==> src/fault_enable_defines.svh <==
// constants for the fault interrupt enable and channel enable bank
`ifndef FAULT_ENABLE_DEFINES_SVH
`define FAULT_ENABLE_DEFINES_SVH

`define OFS_CONTROL_IEN   8'h1B
`define OFS_TEST_IEN      8'h1C
`define OFS_MAKER_IEN     8'h1D
`define OFS_CHAN_EN       8'h1E

`define CTL_IEN_MASK      8'h15
`define TST_IEN_MASK      8'h0B
`define MKR_IEN_MASK      8'hA0
`define CHAN_EN_MASK      8'hFF

`define BIT_RT_CRC        4
`define BIT_TSD           2
`define BIT_PEC           0
`define BIT_SEC           3
`define BIT_BIST_DONE     1
`define BIT_BIST_FAIL     0
`define BIT_STARTUP_CRC   7
`define BIT_RST_MISMATCH  5

`define MKR_IEN_RESET     8'h00
`define CHAN_HI_MASK      8'hF0
`define CHAN_LO_MASK      8'h0F
`define CTL_STRAP_MASK    8'h05

`define CRC8_POLY         8'h07
`define CRC8_INIT         8'h00
`define REG_COUNT         4

`endif

==> src/fault_enable_pkg.sv <==
// types for the fault interrupt enable and channel enable bank
package fault_enable_pkg;

  typedef enum logic [1:0] {
    SCAN_IDLE  = 2'b00,
    SCAN_WALK  = 2'b01,
    SCAN_CHECK = 2'b10
  } scan_state_type;

  typedef struct packed {
    logic [7:0] ctl_ien;
    logic [7:0] tst_ien;
    logic [7:0] mkr_ien;
    logic [7:0] chan_en;
  } reg_bank_type;

  typedef struct packed {
    logic runtime_map_check;
    logic thermal_shutdown;
    logic packet_check_error;
    logic single_error_corrected;
    logic self_test_done;
    logic self_test_fail;
    logic startup_self_test_crc;
    logic reset_output_mismatch;
  } fault_type;

  typedef struct packed {
    reg_bank_type   regs;
    scan_state_type scan;
    logic [1:0]     idx;
    logic [7:0]     crc;
    logic [7:0]     ref_crc;
    logic           ref_valid;
    logic           map_error;
    logic           irq_req;
    logic [7:0]     rdata;
    logic [7:0]     chan_out;
    logic           was_rst;
  } state_type;

endpackage

==> src/fault_irq_enable_and_channel_enable.sv <==
// fault interrupt enable registers, channel enables and run-time register map check
//
// Notes on behaviour
// - map check runs continuously on its own, no host access needed
// - check uses CRC-8; reference recomputed after any host write changing contents
// - control enable bit 4 maps map check error to interrupt; flag reported
// - control enable bit 2 enables thermal shutdown interrupt
// - control enable bit 0 enables packet check error interrupt
// - test enable bit 3 enables corrected single error interrupt
// - test enable bit 1 enables self test done interrupt
// - test enable bit 0 enables self test fail interrupt
// - maker enable bit 7 maps startup self test CRC fail; resets to 0
// - maker enable bit 5 maps reset output mismatch; resets to 0
// - channel enable bit n-1 enables channel n; channels 5 to 8 reset 0
// - channels 1 to 4 and X bits reset from device configuration input
// - map check detects static bit flips or corruption in stored contents
`timescale 1ns/1ps
`default_nettype none
`include "fault_enable_defines.svh"

module fault_irq_enable_and_channel_enable (
  input  wire logic                        mclk,
  input  wire logic                        rst,
  input  wire logic [7:0]                  cfg_reset_value_ctl,
  input  wire logic [7:0]                  cfg_reset_value_tst,
  input  wire logic [7:0]                  cfg_reset_value_chan,
  input  wire logic                        reg_wr,
  input  wire logic                        reg_rd,
  input  wire logic [7:0]                  reg_addr,
  input  wire logic [7:0]                  reg_wdata,
  input  wire fault_enable_pkg::fault_type fault_events,
  input  wire logic                        corrupt_inject,
  output logic [7:0]                       reg_rdata,
  output logic [7:0]                       monitor_channel_enable,
  output logic                             map_check_error,
  output logic                             fault_irq
);

  //////////////////////////////////////////////////////////////////////////////
  // helpers

  function automatic logic [7:0] crc8_byte(input logic [7:0] crc_in, input logic [7:0] data);
    logic [7:0] c;
    c = crc_in ^ data;
    for (int i = 0; i < 8; i++)
    begin
      c = c[7] ? ((c << 1) ^ `CRC8_POLY) : (c << 1);
    end
    return c;
  endfunction

  function automatic logic [7:0] bank_byte(input fault_enable_pkg::reg_bank_type b, input logic [1:0] i);
    logic [7:0] v;
    v = 8'h00;
    case (i)
      2'h0: v = b.ctl_ien;
      2'h1: v = b.tst_ien;
      2'h2: v = b.mkr_ien;
      default: v = b.chan_en;
    endcase
    return v;
  endfunction

  //////////////////////////////////////////////////////////////////////////////
  // state

  fault_enable_pkg::state_type s_q;
  fault_enable_pkg::state_type s_d;
  logic                        changed;
  logic [7:0]                  scan_byte;
  logic [7:0]                  crc_next;
  fault_enable_pkg::reg_bank_type rb;

  always_comb
  begin
    s_d       = s_q;
    s_d.was_rst = 1'b0;
    rb        = s_q.regs;
    changed   = 1'b0;
    scan_byte = 8'h00;
    crc_next  = 8'h00;
    // register writes, reserved bits masked
    if (reg_wr)
    begin
      if (reg_addr == `OFS_CONTROL_IEN)
      begin
        rb.ctl_ien = reg_wdata & `CTL_IEN_MASK;
      end
      else if (reg_addr == `OFS_TEST_IEN)
      begin
        rb.tst_ien = reg_wdata & `TST_IEN_MASK;
      end
      else if (reg_addr == `OFS_MAKER_IEN)
      begin
        rb.mkr_ien = reg_wdata & `MKR_IEN_MASK;
      end
      else if (reg_addr == `OFS_CHAN_EN)
      begin
        rb.chan_en = reg_wdata & `CHAN_EN_MASK;
      end
    end
    changed = (rb != s_q.regs);
    // fault injection flips one stored bit to exercise the check
    if (corrupt_inject)
    begin
      rb.chan_en[0] = ~rb.chan_en[0];
    end
    s_d.regs = rb;
    // read data, unmapped reads give zero
    if (reg_rd)
    begin
      if (reg_addr == `OFS_CONTROL_IEN)
      begin
        s_d.rdata = s_q.regs.ctl_ien;
      end
      else if (reg_addr == `OFS_TEST_IEN)
      begin
        s_d.rdata = s_q.regs.tst_ien;
      end
      else if (reg_addr == `OFS_MAKER_IEN)
      begin
        s_d.rdata = s_q.regs.mkr_ien;
      end
      else if (reg_addr == `OFS_CHAN_EN)
      begin
        s_d.rdata = s_q.regs.chan_en;
      end
      else
      begin
        s_d.rdata = 8'h00;
      end
    end
    // continuous crc scan over the stored bytes
    scan_byte = bank_byte(s_q.regs, s_q.idx);
    crc_next  = crc8_byte(s_q.crc, scan_byte);
    case (s_q.scan)
      fault_enable_pkg::SCAN_IDLE:
      begin
        s_d.scan = fault_enable_pkg::SCAN_WALK;
        s_d.idx  = 2'h0;
        s_d.crc  = `CRC8_INIT;
      end
      fault_enable_pkg::SCAN_WALK:
      begin
        s_d.crc = crc_next;
        s_d.idx = s_q.idx + 2'h1;
        if (s_q.idx == 2'(`REG_COUNT - 1))
        begin
          s_d.scan = fault_enable_pkg::SCAN_CHECK;
        end
      end
      fault_enable_pkg::SCAN_CHECK:
      begin
        if (!s_q.ref_valid)
        begin
          s_d.ref_crc   = s_q.crc;
          s_d.ref_valid = 1'b1;
        end
        else if (s_q.crc != s_q.ref_crc)
        begin
          s_d.map_error = 1'b1;
        end
        s_d.scan = fault_enable_pkg::SCAN_IDLE;
      end
      default:
      begin
        s_d.scan = fault_enable_pkg::SCAN_IDLE;
      end
    endcase
    // host change restarts the scan and rebuilds the reference
    if (changed)
    begin
      s_d.scan      = fault_enable_pkg::SCAN_IDLE;
      s_d.ref_valid = 1'b0;
    end
    s_d.chan_out = s_q.regs.chan_en;
    s_d.irq_req =
      (s_q.map_error                           & s_q.regs.ctl_ien[`BIT_RT_CRC])       |
      (fault_events.runtime_map_check          & s_q.regs.ctl_ien[`BIT_RT_CRC])       |
      (fault_events.thermal_shutdown           & s_q.regs.ctl_ien[`BIT_TSD])          |
      (fault_events.packet_check_error         & s_q.regs.ctl_ien[`BIT_PEC])          |
      (fault_events.single_error_corrected     & s_q.regs.tst_ien[`BIT_SEC])          |
      (fault_events.self_test_done             & s_q.regs.tst_ien[`BIT_BIST_DONE])    |
      (fault_events.self_test_fail             & s_q.regs.tst_ien[`BIT_BIST_FAIL])    |
      (fault_events.startup_self_test_crc      & s_q.regs.mkr_ien[`BIT_STARTUP_CRC])  |
      (fault_events.reset_output_mismatch      & s_q.regs.mkr_ien[`BIT_RST_MISMATCH]);
  end

  //////////////////////////////////////////////////////////////////////////////
  // registers; configuration reset values are caught on the first edge after release

  always_ff @(posedge mclk)
  begin
    if (rst)
    begin
      s_q.was_rst      <= 1'b1;
      s_q.regs.ctl_ien <= 8'h00;
      s_q.regs.tst_ien <= 8'h00;
      s_q.regs.mkr_ien <= `MKR_IEN_RESET;
      s_q.regs.chan_en <= 8'h00;
      s_q.scan         <= fault_enable_pkg::SCAN_IDLE;
      s_q.idx          <= 2'h0;
      s_q.crc          <= `CRC8_INIT;
      s_q.ref_crc      <= `CRC8_INIT;
      s_q.ref_valid    <= 1'b0;
      s_q.map_error    <= 1'b0;
      s_q.irq_req      <= 1'b0;
      s_q.rdata        <= 8'h00;
      s_q.chan_out     <= 8'h00;
    end
    else if (s_q.was_rst)
    begin
      s_q               <= s_d;
      s_q.regs.ctl_ien  <= cfg_reset_value_ctl & `CTL_STRAP_MASK;
      s_q.regs.tst_ien  <= cfg_reset_value_tst & `TST_IEN_MASK;
      s_q.regs.chan_en  <= cfg_reset_value_chan & `CHAN_LO_MASK & ~`CHAN_HI_MASK;
      s_q.scan          <= fault_enable_pkg::SCAN_IDLE;
      s_q.ref_valid     <= 1'b0;
    end
    else
    begin
      s_q <= s_d;
    end
  end

  assign reg_rdata              = s_q.rdata;
  assign monitor_channel_enable = s_q.chan_out;
  assign map_check_error        = s_q.map_error;
  assign fault_irq              = s_q.irq_req;

endmodule

`default_nettype wire

==> config.mk <==
export PLATFORM = sky130hd
export DESIGN_NAME = fault_irq_enable_and_channel_enable
export DESIGN_NICKNAME = d
export VERILOG_FILES = /design/src/fault_enable_pkg.sv /design/src/fault_irq_enable_and_channel_enable.sv
export VERILOG_INCLUDE_DIRS = /design/src /design/src/src
export SDC_FILE = /design/constraint.sdc
export NUM_CORES = 1
export LEC_CHECK = 0
export ABC_AREA = 1
export BUFFER_PORTS_ARGS = -buffer_cell sky130_fd_sc_hd__buf_2
export CORE_ASPECT_RATIO = 0.9
export CORE_MARGIN = 2
export CORE_UTILIZATION = 50
export DETAILED_ROUTE_END_ITERATION = 12
export PLACE_DENSITY = 0.82
export SLEW_MARGIN = 15
export SYNTH_ARGS = -nofsm -noshare
export SYNTH_HDL_FRONTEND = slang
export SYNTH_SLANG_ARGS = --single-unit
==> constraint.sdc <==
create_clock -name mclk -period 3.74 [get_ports mclk]
set_input_delay 0.748 -clock mclk [delete_from_list [all_inputs] [get_ports mclk]]
set_output_delay 0.748 -clock mclk [all_outputs]
set_load 0.1 [all_outputs]
==> impl_metrics.yaml, run 1 <==
finish:
  final_common_cell: "nand2_1"
  multiInputGateArea_um2: 2200
  drive_gt1_share_pct: 13.4
  nFillCells: 768
  syn_to_final_growth_pct: 9.76
  fin_nets: 731
  design_area_um2: 4600
  final_cell_mix: "172 x nand2_1, 81 x inv_1, 72 x dfxtp_1"
  regArea_um2: 1440
  num_antenna_cells: 0
  fin_util_pct: 56.8
timing:
  setup_tns_ps: 0
  slew-limit-headroom_pct: 56.5
  finalCriticalPeriod_ps: 2240
  max_freq_ghz: 0.446
  tightest_slew_ps: 650
  period_share_pct: 60.0
  fin_hold_ws_ps: 469
  skew_ps: 10.7
  finalSetupViolCount: 0
  finalMaxSlewViolations: 0
  rsz0062_at_grt: "no"
  hold_viol: 0
synth:
  ys.flop_type: "dfxtp_1"
  syn-cell-area_um2: 4190
  yosys_register_bits: 72
  synth.distinct_cells: 36
  ys_warn_count: 0
  syn_area_per_cell_um2: 6.51
  ys_seq_area_share_pct: 34.4
  synth_edf_count: 0
  synth_top_area_share_pct: 34.4
  syn_nets: 702
  yosysTopAreaCell: "dfxtp_1"
  synthCells: 644
  netlist_top_cells_area: "dfxtp_1 34%, nand2_1 15%, nand3_1 7.8%"
  async_flop_share_pct: 0
routing:
  routed_via_density: 5.71
  drt-pass1-iter-count: 6
  met1_length_um: 5160
  drtIter0Drc: 415
  wl_met3_um: 1270
  drt-total-wl_um: 11800
  dr_wl_met2_um: 5200
  wire_per_inst_um: 15.2
  route.detailed.drc: 0
  top_layer: "met4"
  drtAntennaViolNets: 0
  vias: 4440
critical_path:
  r2r_start: "s_q[36]"
  crit_path_frequent_cell: "nor2_1"
  rr_endpoint: "s_q[29]"
  cpPeakStageDelay_ps: 510
  startpoint_type: "primary input"
  crit_path_max_fanout: 38
  setup.worst_path.start: "reg_wr"
  worst-setup-path-type: "in2reg"
  reg2reg_depth: 12
  crit_end: "s_q[38]"
  path_cells: "buf_2 -> inv_1 -> nor2_1 -> nand2_4 -> nor2_2 -> o21ai_1 -> nand2_1 -> nor2_1 -> nand4_2 -> nor2_1"
  arrival_ps: 2490
  critPathRequiredTime_ps: 3990
  rrSetupSlack_ps: 1520
  cpMaxStageDelayCell: "buf_2"
  endpoint_kind: "flop"
pwr:
  combPwrFrac_pct: 11.1
  ir_worst_vdd_mv: 0.269
  p_seq_share_pct: 47.1
  power_mw: 1.70
  sw_frac_of_total_pct: 26.8
  p_sw_mw: 0.455
  power.leakage_nw: 2.08
  power.density_nw_per_um2: 369
  clkPwrFrac_pct: 41.8
  p_int_mw: 1.24
place:
  place_congestion: 0.943
  hpwl_um: 9000
  port-buffer-count: 55
  dpl-instance-area_um2: 4370
die:
  die_height_um: 90.9
  dieArea_um2: 9140
  core_um2: 8110
  die_w_um: 101
  start_util_pct: 51.7
  io_pins: 71
  rows: 31
clocking:
  cts_tree: "built"
  clkTransAtPathRegs_ps: 80
  cts_root_buf: "clkbuf_8"
  clock_path_buffers: 2
  numCtsBuffers: 9
  cts-resized-gates: 0
  clock_latency_ps: 360
  hold_buffers: 0
  h-tree-depth: 3
  cts_sinks: 72
  cts_setup_buffers: 0
flow_run:
  cap_violations: 0
outcome:
  status: "finished, final reports clean"
global_route:
  grt_pass1_wl_um: 19500
  grt_max_degree: 39
  overflow: 0
  antenna_found_initial: 0
  grtUsageTotal_pct: 27.0
  grt_pass1_vias: 4139
worst_hold_path:
  hold_path.class: "reg2reg"
==> through the flow <==
| stage | instances | setup WS, ps |
|---|---|---|
| final | 777 | 1500 |
| after global placement | 761 | 1240 |
| after detailed placement | 761 | 1180 |
| after global routing | 777 | 1220 |
| after floorplan | 644 | 1860 |
| after CTS | 777 | 1540 |
==> power groups by stage <==
stage	clock network [mW]	logic, mW	registers [mW]
floorplan	0	0.133	0.816
CTS	0.716	0.186	0.799
finish	0.710	0.188	0.800
detailed placement	0	0.185	0.817
global route	0.757	0.208	0.802
global placement	0	0.181	0.816
==> state kept, by name (all words and copies together) (netlist names) <==
register                cells
monitor_channel_enable      8
reg_rdata                   8
map_check_error             1
s_d                         8
fault_irq                   1
s_q                        46
==> final cells by class <==
cell class	count	share of cell area [%]
Multi-Input combinational cell	449	47.9
Timing Repair Buffer	56	6.14
Tap cell	99	2.69
Sequential cell	72	31.3
Clock inverter	5	1.71
Clock buffer	11	3.29
Inverter	85	6.99
==> kinds of logic after synthesis <==
logic type / Yosys count / share of synthesized area (%)
AND/OR/NAND/NOR: 337 / 36.3
buffers and inverters: 123 / 13.1
AO/OA/AOI/OAI: 104 / 14.1
flip-flops: 72 / 34.4
adder cells (fa/ha/maj): 5 / 1.49
XOR/XNOR: 3 / 0.627
==> layer usage <==
layer  global-route usage (%)  up-vias
li1                         -     2180
met5                        0        -
met2                     41.5      236
met4                     10.3        0
met3                     7.12       16
met1                     36.1     2008
==> cells in the mapped netlist, types with 2 or more instances <==
cell type	number
a211oi_1	6
a21o_1	2
a21oi_1	35
a31oi_1	5
buf_1	4
buf_2	5
buf_4	19
clkbuf_1	9
dfxtp_1	72
ha_1	5
inv_1	81
inv_2	3
nand2_1	172
nand2_2	2
nand2_4	2
nand3_1	65
nand4_1	34
nor2_1	42
nor2_2	4
nor2_4	5
nor3_1	9
o2111ai_1	2
o211ai_1	2
o21ai_0	32
o21ai_1	5
o22ai_1	10
xor2_1	3
==> worst min-delay path by stage <==
| stage | from | to | slack, ps | cells after the start |
|---|---|---|---|---|
| floorplan | s_q[60] | s_q[60] | 440 | 2 |
| global placement | reg_rdata[0] | reg_rdata[0] | 450 | 2 |
| detailed placement | reg_rdata[1] | reg_rdata[1] | 460 | 2 |
| CTS | reg_rdata[1] | reg_rdata[1] | 480 | 2 |
| global route | s_q[23] | s_q[23] | 500 | 2 |
| finish | reg_rdata[1] | reg_rdata[1] | 470 | 2 |
==> worst max-delay path: cells and delay by family <==
kind                   cells  cell delay, ps
AO/OA/AOI/OAI              1             150
buffers and inverters      2             600
AND/OR/NAND/NOR            7             980
No activity file was read; power rests on OpenSTA's default activity.
==> inputs of run 2 (changes only) <==
Settings changed: PLACE_DENSITY 0.82 to 0.85.
Clock period 3.74 ns to 1.8 ns, I/O delays scaled along.
==> run 2 against run 1 <==
  * Sequential power rose by 110%
  * Critical path type is now reg2reg
  * Via count grew 5.3%
  * Largest power group unchanged
  * Non-clock buffer count grew 33
  * Count of clock-buffer cells in the layout fell by 2
==> impl_metrics.yaml, run 2 (synthesis gave the netlist of run 1 again) <==
finish:
  largest-register: "s_q"
  syn_to_final_growth_pct: 21.1
  fin_nets: 764
  drive_gt1_share_pct: 25.3
  final_common_cell: "nand2_1"
  fin_util_pct: 62.7
  num_antenna_cells: 0
  largest_reg_flops: 46
  final_cell_mix: "142 x nand2_1, 75 x inv_1, 70 x dfxtp_1"
clocking:
  cts_tree: "built"
  hold_buffers: 0
  h-tree-depth: 3
  clock_path_buffers: 2
  clock_latency_ps: 370
  cts_root_buf: "clkbuf_8"
  cts_sinks: 72
  numCtsBuffers: 9
  clkTransAtPathRegs_ps: 90
die:
  core_um2: 8110
  die_height_um: 90.9
  dieArea_um2: 9140
  rows: 31
  start_util_pct: 51.7
  io_pins: 71
  die_w_um: 101
global_route:
  grt_max_degree: 27
  grt_pass1_vias: 4214
  antenna_found_initial: 1
  grtUsageTotal_pct: 28.5
  grt_pass1_wl_um: 20400
  overflow: 0
timing:
  slew-limit-headroom_pct: 60.7
  skew_ps: 11.9
  rsz0062_at_grt: "yes"
  finalMaxSlewViolations: 0
  period_share_pct: 98.8
  finalSetupViolCount: 0
  hold_viol: 0
  max_freq_ghz: 0.562
  final.setup.worst_slack_ps: 22.1
  finalCriticalPeriod_ps: 1780
  tightest_slew_ps: 588
routing:
  wire_per_inst_um: 15.8
  drt-total-wl_um: 12800
  dr_wl_met2_um: 5640
  route.detailed.drc: 0
  drtIter0Drc: 501
  met1_length_um: 5400
  drt-pass1-iter-count: 5
  vias: 4676
  drtAntennaViolNets: 0
  top_layer: "met4"
  routed_via_density: 5.77
  wl_met3_um: 1370
critical_path:
  critical-path-top-delay-family: "simple AND/OR/NAND/NOR gates"
  endpoint_kind: "flop"
  cpPeakStageDelay_ps: 410
  startpoint_type: "flop"
  crit_path_frequent_cell: "nand2_1"
  path_cells: "inv_4 -> ha_4 -> a21oi_2 -> o211ai_1 -> buf_4 -> nand2_2 -> nand2_1 -> nand2_2 -> nand3_1 -> nand2_1 -> nand2_1 -> nand3_1 -> a21oi_2"
  worst-setup-path-type: "reg2reg"
  crit_path_max_fanout: 8
  critPathRequiredTime_ps: 2050
  arrival_ps: 2030
  cpMaxStageDelayCell: "dfxtp_4"
  crit_buf_inv: 2
worst_hold_path:
  hold_path.class: "in2reg"
pwr:
  ir_worst_vdd_mv: 0.336
  power.leakage_nw: 2.27
  power.density_nw_per_um2: 690
place:
  port-buffer-count: 55
  place_congestion: 0.965
  hpwl_um: 9470
  place_ws_ps: -115
outcome:
  status: "finished, final reports clean"
flow_run:
  cap_violations: 0
-- run 2: metal layers --
| layer | vias up | global-route usage [%] |
|---|---|---|
| met4 | 0 | 11.0 |
| li1 | 2250 | - |
| met5 | - | 0 |
| met3 | 41 | 8.59 |
| met2 | 277 | 42.3 |
| met1 | 2108 | 38.5 |
-- run 2: cell type report --
cell class	instances	area [um^2]
clock buffer	9	124
clock inverter	7	83.8
fill	727	3030
inverter	85	334
multi-input combinational	449	2410
sequential	72	1450
tap	99	124
timing repair buffer	89	559
-- run 2: repair_timing --
item | in CTS | in global routing
hold endpoints to repair | 0 | 0
buffers inserted | 0 | 1
gates resized for setup | 10 | 62
endpoints found under the setup margin | 8 | 8
pin swaps | 1 | 32
-- run 2: worst min-delay path: stages --
cell and delay (ps):
buf_2 70, nand3_1 60, nand2_1 60
-- run 2: worst paths after layout --
kind	cells past startpoint	slack (ps)	from	endpoint
hold reg to reg	2	470	reg_rdata[0]	reg_rdata[0]
hold / removal	3	220	cfg_reset_value_chan[0]	s_d[1]
setup reg to reg	13	20	s_q[36]	s_q[31]
setup / recovery	13	20	s_q[36]	s_q[31]
-- run 2: per-stage QoR --
step                hold WS [ps]  power (mW)  instances  area (um^2)  setup TNS (ps)
global placement             455        2.10        794         4650           -23.8
detailed placement           458        2.11        794         4650            -382
floorplan                    388        1.97        644         4190               0
global route                 231        3.64        810         5080            -398
finish                       224        3.50        810         5080               0
CTS                          212        3.48        810         4870               0
-- run 2: power by group --
part	switching (mW)	internal, mW
Sequential	0.0325	1.62
Combinational	0.323	0.146
Clock	0.715	0.666
